## config.mk

```make
export PLATFORM = sky130hd
export DESIGN_NAME = clfs_sequencer
export DESIGN_NICKNAME = d
export VERILOG_FILES = /design/src/rtl/clfs_pkg.sv /design/src/rtl/clfs_sequencer.sv /design/src/rtl/clfs_timer.sv
export SDC_FILE = /design/constraint.sdc
export NUM_CORES = 1
export LEC_CHECK = 0
export BUFFER_PORTS_ARGS = -buffer_cell sky130_fd_sc_hd__buf_2
export CAP_MARGIN = 0
export CORE_ASPECT_RATIO = 0.75
export CORE_UTILIZATION = 45
export CTS_CLUSTER_SIZE = 10
export DETAILED_ROUTE_END_ITERATION = 10
export HOLD_SLACK_MARGIN = 0.12
export PLACE_DENSITY_LB_ADDON = 0.05
export SLEW_MARGIN = 20
export SYNTH_ARGS = -nofsm -noshare
export SYNTH_HDL_FRONTEND = slang
export SYNTH_HIERARCHICAL = 1
export SYNTH_SLANG_ARGS = --single-unit
export TNS_END_PERCENT = 10
```

## constraint.sdc

```tcl
create_clock -name clk_i -period 3.1 [get_ports clk_i]
set_input_delay 0.31 -clock clk_i [delete_from_list [all_inputs] [get_ports clk_i]]
set_output_delay 0.31 -clock clk_i [all_outputs]
set_load 0.02 [all_outputs]
```

## src/rtl/clfs_pkg.sv

```systemverilog
package clfs_pkg;

  // system clock rate
  localparam int unsigned CLK_HZ        = 25_000_000;
  localparam int unsigned CLK_PERIOD_NS = 40;

  // nominal intervals as printed
  localparam int unsigned BLANK_US      = 16_300;   // blanking interval, microseconds
  localparam int unsigned RETRY_RATIO   = 32;       // retry interval over blanking interval

  // blanking count in clock cycles, rounded down to whole cycles
  localparam longint unsigned BLANK_CYC_L =
    (64'(BLANK_US) * 64'(CLK_HZ)) / 64'd1_000_000;
  localparam int unsigned BLANK_CYCLES  = 32'(BLANK_CYC_L);

  // one shared base counter: blanking is one unit, retry is RETRY_RATIO units
  localparam int unsigned TICK_W        = 24;       // width of the interval counter
  localparam int unsigned UNIT_W        = 6;        // width of the unit counter

  // response variants
  typedef enum logic [1:0] {
    CLFS_MODE_RETRY,                                // autoretry
    CLFS_MODE_LATCH,                                // latch-off
    CLFS_MODE_CONT                                  // continuous limiting
  } clfs_mode_type;

  // sequencer states
  typedef enum logic [2:0] {
    CLFS_ST_OFF,                                    // switch commanded off
    CLFS_ST_ON,                                     // on, no overcurrent
    CLFS_ST_BLANK,                                  // overcurrent being qualified
    CLFS_ST_RETRY,                                  // retry wait, switch off
    CLFS_ST_LATCHED,                                // latched off
    CLFS_ST_LIMIT                                   // continuous limit, flagged
  } clfs_state_type;

endpackage

```

## src/rtl/clfs_sequencer.sv

```systemverilog
`timescale 1ns/1ns
// Overview of operation
// - overcurrent starts the blanking timer
// - overcurrent gone early clears timer, no action
// - autoretry: after blanking, off for retry
// - retry ends: on again; repeat while faulted
// - flag held low through whole autoretry cycle
// - blanking 16.3ms, retry 521.6ms nominal
// - latch-off: after blanking, off and flagged
// - continuous: stay on, flag after blanking
// - on input polarity selectable, high or low
// - reverse current: off and flag at once
// - reverse clears: switch on, flag released, except in retry or latched off
// - overtemperature: off and flag, restore when cool
// - limit pin shorted asserts the flag
// - retry is exactly 32 blanking units
module clfs_sequencer
  import clfs_pkg::*;
#(
  parameter clfs_mode_type MODE        = CLFS_MODE_RETRY,  // overcurrent response variant
  parameter bit            ON_ACT_LOW  = 1'b0,             // on input active low
  parameter int unsigned   BASE_CYCLES = BLANK_CYCLES      // cycles per blanking interval
) (
  input  wire logic clk_i,              // system clock, 25 MHz
  input  wire logic resetn_i,           // sync reset, active low (power-up)
  input  wire logic switch_on_i,        // switch-on input, polarity per ON_ACT_LOW
  input  wire logic overcurrent_i,      // forward current at limit threshold
  input  wire logic reverse_i,          // reverse current detected (with hysteresis)
  input  wire logic overtemp_i,         // die over temperature (with hysteresis)
  input  wire logic limit_set_pin_i,    // limit_set_pin shorted to ground
  output logic      switch_en_o,        // pass switch on
  output logic      fault_flag_o,       // fault flag pad output, always low level
  output logic      fault_flag_oe_o     // low while pulling the flag low
);

  localparam logic [UNIT_W-1:0] UNITS_BLANK = UNIT_W'(1);
  localparam logic [UNIT_W-1:0] UNITS_RETRY = UNIT_W'(RETRY_RATIO);

  // whole module state
  typedef struct packed {
    clfs_state_type st;                 // sequencer state
    logic           on_prev;            // last sampled on request
    logic           sw;                 // registered switch enable
    logic           flag_oe;            // registered flag enable, low = pulling low
  } clfs_seq_type;

  clfs_seq_type s_q;
  clfs_seq_type s_d;

  logic             on_req;             // on request after polarity
  logic             tmr_clear;          // restart interval timer
  logic [UNIT_W-1:0] tmr_units;         // interval length in units
  logic             tmr_done;           // interval elapsed
  logic             hard_fault;         // reverse or thermal condition

  assign on_req     = switch_on_i ^ ON_ACT_LOW;
  assign hard_fault = reverse_i | overtemp_i;

  // shared oscillator, blanking one unit, retry 32 units
  clfs_timer #(
    .BASE_CYCLES (BASE_CYCLES)
  ) u_timer (
    .clk_i    (clk_i),
    .resetn_i (resetn_i),
    .clear_i  (tmr_clear),
    .units_i  (tmr_units),
    .done_o   (tmr_done)
  );

  // timer length follows state
  always_comb begin
    tmr_units = (s_q.st == CLFS_ST_RETRY) ? UNITS_RETRY : UNITS_BLANK;
  end

  // sequencer next state
  always_comb begin
    s_d         = s_q;
    tmr_clear   = 1'b1;
    s_d.on_prev = on_req;
    case (s_q.st)
      CLFS_ST_OFF: begin                                   // switch commanded off
        if (on_req) begin
          s_d.st = CLFS_ST_ON;
        end
      end
      CLFS_ST_ON: begin                                    // normal conduction
        if (!on_req) begin
          s_d.st = CLFS_ST_OFF;
        end else if (overcurrent_i && !hard_fault) begin
          s_d.st = CLFS_ST_BLANK;
        end
      end
      CLFS_ST_BLANK: begin                                 // qualifying overcurrent
        tmr_clear = 1'b0;
        if (!on_req) begin
          s_d.st = CLFS_ST_OFF;
        end else if (!overcurrent_i) begin
          s_d.st    = CLFS_ST_ON;
          tmr_clear = 1'b1;
        end else if (tmr_done) begin
          tmr_clear = 1'b1;
          case (MODE)
            CLFS_MODE_RETRY: s_d.st = CLFS_ST_RETRY;
            CLFS_MODE_LATCH: s_d.st = CLFS_ST_LATCHED;
            default:         s_d.st = CLFS_ST_LIMIT;
          endcase
        end
      end
      CLFS_ST_RETRY: begin                                 // switch off for retry
        tmr_clear = 1'b0;
        if (!on_req) begin
          s_d.st = CLFS_ST_OFF;
        end else if (tmr_done) begin
          s_d.st    = CLFS_ST_BLANK;
          tmr_clear = 1'b1;
        end
      end
      CLFS_ST_LATCHED: begin                               // wait for on toggle
        if (!on_req) begin
          s_d.st = CLFS_ST_OFF;
        end
      end
      CLFS_ST_LIMIT: begin                                 // limiting, flag held
        if (!on_req) begin
          s_d.st = CLFS_ST_OFF;
        end else if (!overcurrent_i) begin
          s_d.st = CLFS_ST_ON;
        end
      end
      default: begin
        s_d.st = CLFS_ST_OFF;
      end
    endcase
    // reverse or thermal in blanking or limit forces off, restarts qualification afterwards
    if (hard_fault && (s_q.st == CLFS_ST_BLANK || s_q.st == CLFS_ST_LIMIT)) begin
      s_d.st    = on_req ? CLFS_ST_ON : CLFS_ST_OFF;
      tmr_clear = 1'b1;
    end
    // outputs from next state
    s_d.sw = on_req && !hard_fault &&
             (s_d.st == CLFS_ST_ON || s_d.st == CLFS_ST_BLANK ||
              s_d.st == CLFS_ST_LIMIT);
    s_d.flag_oe = !(hard_fault || limit_set_pin_i ||
               s_d.st == CLFS_ST_RETRY || s_d.st == CLFS_ST_LATCHED ||
               s_d.st == CLFS_ST_LIMIT ||
               (s_q.st == CLFS_ST_RETRY && s_d.st == CLFS_ST_BLANK) ||
               (s_q.st == CLFS_ST_BLANK && !s_q.flag_oe && s_d.st == CLFS_ST_BLANK));
  end

  // state register
  always_ff @(posedge clk_i) begin
    if (!resetn_i) begin                                   // off, flag released
      s_q <= '{st: CLFS_ST_OFF, on_prev: 1'b0, sw: 1'b0, flag_oe: 1'b1};
    end else begin
      s_q <= s_d;
    end
  end

  // open-drain flag: enable low while pulling low
  assign switch_en_o     = s_q.sw;
  assign fault_flag_o    = 1'b0;
  assign fault_flag_oe_o = s_q.flag_oe;

endmodule // clfs_sequencer

```

## src/rtl/clfs_timer.sv

```systemverilog
`timescale 1ns/1ns
// shared interval oscillator: one base period counted out in units
module clfs_timer
  import clfs_pkg::*;
#(
  parameter int unsigned BASE_CYCLES = BLANK_CYCLES       // cycles of one blanking unit
) (
  input  wire logic              clk_i,                   // system clock
  input  wire logic              resetn_i,                // sync reset, active low
  input  wire logic              clear_i,                 // restart counting from zero
  input  wire logic [UNIT_W-1:0] units_i,                 // units to count before done
  output logic                   done_o                   // level, count reached
);

  // timer state
  typedef struct packed {
    logic [TICK_W-1:0] tick;                              // cycles inside a unit
    logic [UNIT_W-1:0] unit;                              // units completed
    logic              done;                              // target reached
  } clfs_tmr_type;

  clfs_tmr_type s_q;
  clfs_tmr_type s_d;

  localparam logic [TICK_W-1:0] TICK_LAST = TICK_W'(BASE_CYCLES - 1);

  // next-state: count ticks, then units, stop at target
  always_comb begin
    s_d = s_q;
    if (clear_i) begin                                    // restart
      s_d = '0;
    end else if (!s_q.done) begin
      if (s_q.tick == TICK_LAST) begin                    // unit complete
        s_d.tick = '0;
        s_d.unit = s_q.unit + UNIT_W'(1);
        if (s_q.unit + UNIT_W'(1) == units_i) begin
          s_d.done = 1'b1;
        end
      end else begin
        s_d.tick = s_q.tick + TICK_W'(1);
      end
    end
  end

  // state register
  always_ff @(posedge clk_i) begin
    if (!resetn_i) begin
      s_q <= '0;
    end else begin
      s_q <= s_d;
    end
  end

  assign done_o = s_q.done;

endmodule // clfs_timer

```

; Word-level counts from Yosys, hierarchy flattened
; Cells that the tools add are included.
[word_totals]
n_memories = 0
out_inout_bits = 3
ram_bits = 0
rom_bits = 0
latch_bits = 0
reg_bits = 36
[classes]
div_mod_pow = 0
n_eq_ne = 12
muxes = 25
n_lt_le_gt_ge = 0
n_addsub = 2
mul = 0
shifts = 0
bitwise_logic = 3
reduce_logical = 22
[op_table]
columns = cell, n
row1 = $mux 3, 12
row2 = $add 24x1->24 const B, 1
row3 = $eq 24x19->1 const B, 1
row4 = $mux 24, 1
row5 = $pmux 3 s6, 1
row6 = $eq 3x2->1 const B, 4
row7 = $eq 3x3->1 const B, 4
row8 = $logic_or 1x1->1, 9
row9 = $mux 1, 9
row10 = $logic_and 1x1->1, 7
row11 = $add 6x1->6 const B, 1
row12 = $eq 3x1->1 const B, 2
row13 = $eq 6x6->1, 1
row14 = $mux 6, 1
row15 = $logic_not 1->1, 3
row16 = $logic_not 3->1, 1
row17 = $not 1->1, 2
row18 = $pmux 1 s2, 1
row19 = $reduce_and 2->1, 1
row20 = $reduce_or 2->1, 1
row21 = $or 1x1->1, 1

; Longest topological paths before layout
[logic_depth]
word_depth = 14
ltp_mapped = 8

; Modules after synthesis
; The synthesis kept the hierarchy.
[modules_own_cells]
columns = mod, cells_each, n_inst, area_per_inst_um2
row1 = clfs_timer, 188, 1, 1546.5
row2 = clfs_sequencer, 54, 1, 417.9

; Worst setup path after synthesis
; Ideal clock, no wire load.
[synth_timing]
path_kind = register to register
startpoint = reg u_timer/s_q[30] (netlist bit)
endpoint = reg u_timer/s_q[6] (netlist bit)
setup_ns = 0.071
path_stages_with_launch = 7
path_slack_ns = 0.840
arrival_time_ns = 2.189
path_cell_list = dfxtp_1 -> or4b_1 -> or4_4 -> or2_1 -> buf_6 -> or4_1 -> a21oi_1
[synth_between]
elab_chain_len = 2
[synth_lines]
columns = element, line_no
row1 = from (decl), clfs_timer.sv:22  ; clfs_tmr_type s_q;
row2 = from (signal assigned), clfs_timer.sv:48  ; s_q <= '0;
row3 = from (signal assigned), clfs_timer.sv:50  ; s_q <= s_d;
row4 = $eq 24x19->1, clfs_timer.sv:33  ; if (s_q.tick == TICK_LAST) begin
row5 = $reduce_and 2->1 (no line), n/a
; No other way between the ends.
; A chain may end at the register's enable or synchronous reset.

; Worst setup path after layout
[layout_timing]
startpoint = reg u_timer/s_q[20] (netlist bit)
endpoint = reg u_timer/s_q[6] (netlist bit)
; Same word-level chain as after synthesis.

==> summary.md <==
| Metric | Value |
|---|---|
| Critical path endpoint category | flip-flop |
| Area occupied by multi-input gates | 0.00119 mm^2 |
| Synth warn | 6 |
| Cells after synthesis | 242 |
| Worst skew pair latency | 0.28 ns |
| First-pass GRT wire length | 6730 um |
| Critical Path RT | 3.31 ns |
| Vias in the first global route | 1413 |
| DR vias | 1627 |
| Share of layout cells above drive strength 1 | 8.11% |
| Worst setup SP type | flip-flop |
| Cts repair resizes | 0 |
| Total core area | 0.00413 mm^2 |
| Final hold violations | 0 |
| Power Density | 393 mW/mm^2 |
| Pre-antenna DRT Iters | 4 |
| Post-synth EDFFs | 0 |
| Outcome | complete, no violations |
| Final ANT Viol Nets | 0 |
| Die Y-Extent | 59.2 um |
| Root Driver | clkbuf_8 |
| Clock sinks | 36 |
| Total GRT Usage | 18.7% |
| Max Cap Viol | 0 |
| Ant. Diodes | 0 |
| CP Class | reg2reg |
| Netlist area before placement | 0.00196 mm^2 |
| Area Overhead vs Synth | 9.24% |
| Path depth of the worst reg2reg path | 5 |
| Slew HR | 44.2% |
| Ys flop type | dfxtp_1 |
| Die area | 0.00464 mm^2 |
| Synth area leaders | dfxtp_1 37%, xor2_1 7.6%, nor2_1 7.5% |
| Placer Congestion | 0.856 |
| Yosys reg bits | 36 |
| Rows | 20 |
| Largest net degree at the start of global routing | 25 |
| DP HPWL | 2810 um |
| R2r startpoint | u_timer/s_q[20] |
| Measured slew at the worst slew-check pin | 0.830 ns |
| Crit path DAT | 2.59 ns |
| Async S/R FF share, synth | 0% |
| Drt initial violations | 105 |
| # nets final | 267 |
| Critical Path Sink | u_timer/s_q[6] |
| Top cell type's share of synthesized area | 36.7% |
| H-tree depth reported by CTS | 2 |
| Antenna violations before repair | 0 |
| VDD IR-drop max | 0.000236 V |
| Critical path origin | u_timer/s_q[20] |
| RSZ-0062 raised after global routing | no |
| Final min period | 2.38 ns |
| Setup TNS | 0 ns |
| Worst setup margin | 0.719 ns |
| TritonCTS Buffers | 5 |
| GRT overflow | 0 |
| WL final | 3850 um |
| Setup Skew | 0.00622 ns |
| Tcrit/Tclk final | 76.8% |
| Pre-CTS WS | 0.738 ns |
| Leak | 0.686 nW |
| Max Fclk | 420 MHz |
| Filler cell count | 403 |
| Power, Total | 0.843 mW |
| Distinct cells, synth | 47 |
| Critical Path Fanout Max | 8 |
| Initial Utilization | 47.6% |
| Biggest area consumer among synthesized cells | dfxtp_1 |
| Sequential share of the synthesized area | 36.7% |
| Die width | 78.3 um |
| Via-per-instance ratio | 5.18 |
| CTS Buffer Depth | 2 |
| Routed WL per cell | 12.2 um |
| Top Ports | 10 |
| CTS tree | done |
| R2r endpoint | u_timer/s_q[6] |
| Syn_area_per_cell | 8.12 um^2 |
| Max-slew violations | 0 |
| Finish-stage setup viols | 0 |
| Hold crit path type | in2reg |
| # DRC | 0 |
| # Post-CTS Setup Buffers | 0 |
| R2R Setup Slk | 0.72 ns |
| CTS Hold Bufs | 0 |
| Clock-pin slew on the worst setup and hold paths | 0.07 ns |
| Sequential Area | 721 um^2 |
| IO Port Bufs | 8 |
==> per-layer routing <==
layer  track usage, %  wire length [um]  vias up
li1                 -                 -      865
met1             29.0              2260      735
met2             25.2              1440       25
met3             5.85               130        2
met4             3.17                 6        0
met5                0                 0        -
==> Yosys cell counts (2+ instances only) <==
library cell / n
xnor2_1: 13
buf_4: 2
nand4b_1: 2
ha_1: 2
inv_1: 7
a21oi_1: 8
and3_1: 4
o21ai_0: 2
xor2_1: 17
nand3_1: 15
nand2b_1: 4
nor4_1: 7
nand4_1: 7
nand2_1: 23
o2111ai_1: 3
buf_6: 2
a31oi_1: 4
nor2b_1: 4
nand3b_1: 2
or3_1: 2
clkbuf_1: 3
buf_2: 2
dfxtp_1: 36
o22ai_1: 2
o21ai_1: 3
a211oi_1: 2
nor2_1: 39
nor3_1: 6
==> layout by cell type (no fill, tap or decap), drive strengths merged, types with 2 or more instances in the layout <==
master,count
a211oi,2
a21oi,8
a31oi,4
and3,4
buf,9
clkbuf,8
conb,11
dfxtp,36
ha,2
inv,7
nand2,23
nand2b,5
nand3,16
nand3b,2
nand4,7
nand4b,2
nor2,39
nor2b,4
nor3,6
nor4,7
o2111ai,3
o21ai,5
o22ai,2
or3,2
or4,2
xnor2,13
xor2,17
==> worst max-delay path: stages, from the launching register on <==
cell and delay (ns):
dfxtp_1 0.40, or4b_1 0.46, or4_4 0.47, or2_1 0.35, or4_1 0.49, a21oi_1 0.15
==> flip-flops by register name (all words and copies together), names as in the netlist <==
signal	cells
u_timer/done_o	1
switch_en_o	1
u_timer/s_q	30
fault_flag_oe_o	1
s_q	3
==> power by group <==
group          switching, mW  internal (mW)
Combinational         0.0206         0.0153
Clock                  0.158          0.181
Sequential           0.00282          0.464
==> cell type report <==
| cell class | count | area share (%) |
|---|---|---|
| Inverter | 7 | 1.22 |
| Sequential cell | 36 | 33.6 |
| Clock buffer | 8 | 4.20 |
| Tap cell | 55 | 3.21 |
| Multi-Input combinational cell | 199 | 55.6 |
| Timing Repair Buffer | 9 | 2.22 |
==> through the flow <==
| stage | instance area (um^2) | hold slack (ns) | cells | util [%] |
|---|---|---|---|---|
| after floorplan | 2000 | 0.390 | 252 | - |
| after global placement | 2060 | 0.486 | 306 | 49.8 |
| after detailed placement | 2060 | 0.490 | 306 | 49.8 |
| after CTS | 2150 | 0.262 | 314 | 52.0 |
| after global routing | 2150 | 0.290 | 314 | 52.0 |
| final | 2150 | 0.264 | 314 | 52.0 |
==> worst min path at each step <==
stage | from | to | slack [ns] | cells after the start
global route | resetn_i | fault_flag_oe_o | 0.29 | 2
floorplan | resetn_i | fault_flag_oe_o | 0.39 | 1
CTS | resetn_i | fault_flag_oe_o | 0.26 | 2
global placement | u_timer/s_q[6] | u_timer/s_q[6] | 0.49 | 2
finish | resetn_i | fault_flag_oe_o | 0.26 | 2
detailed placement | u_timer/s_q[6] | u_timer/s_q[6] | 0.49 | 2
==> cells by family after synthesis <==
group                    Yosys count  share of synthesized area [%]
multiplexers                       2                           1.08
other                              1                          0.191
buffers and inverters             17                           4.52
AO/OA/AOI/OAI                     28                           8.98
flip-flops                        36                           36.7
adder cells (fa/ha/maj)            3                           1.78
AND/OR/NAND/NOR                  125                           33.4
XOR/XNOR                          30                           13.4
(Power assumes the default switching activity.)
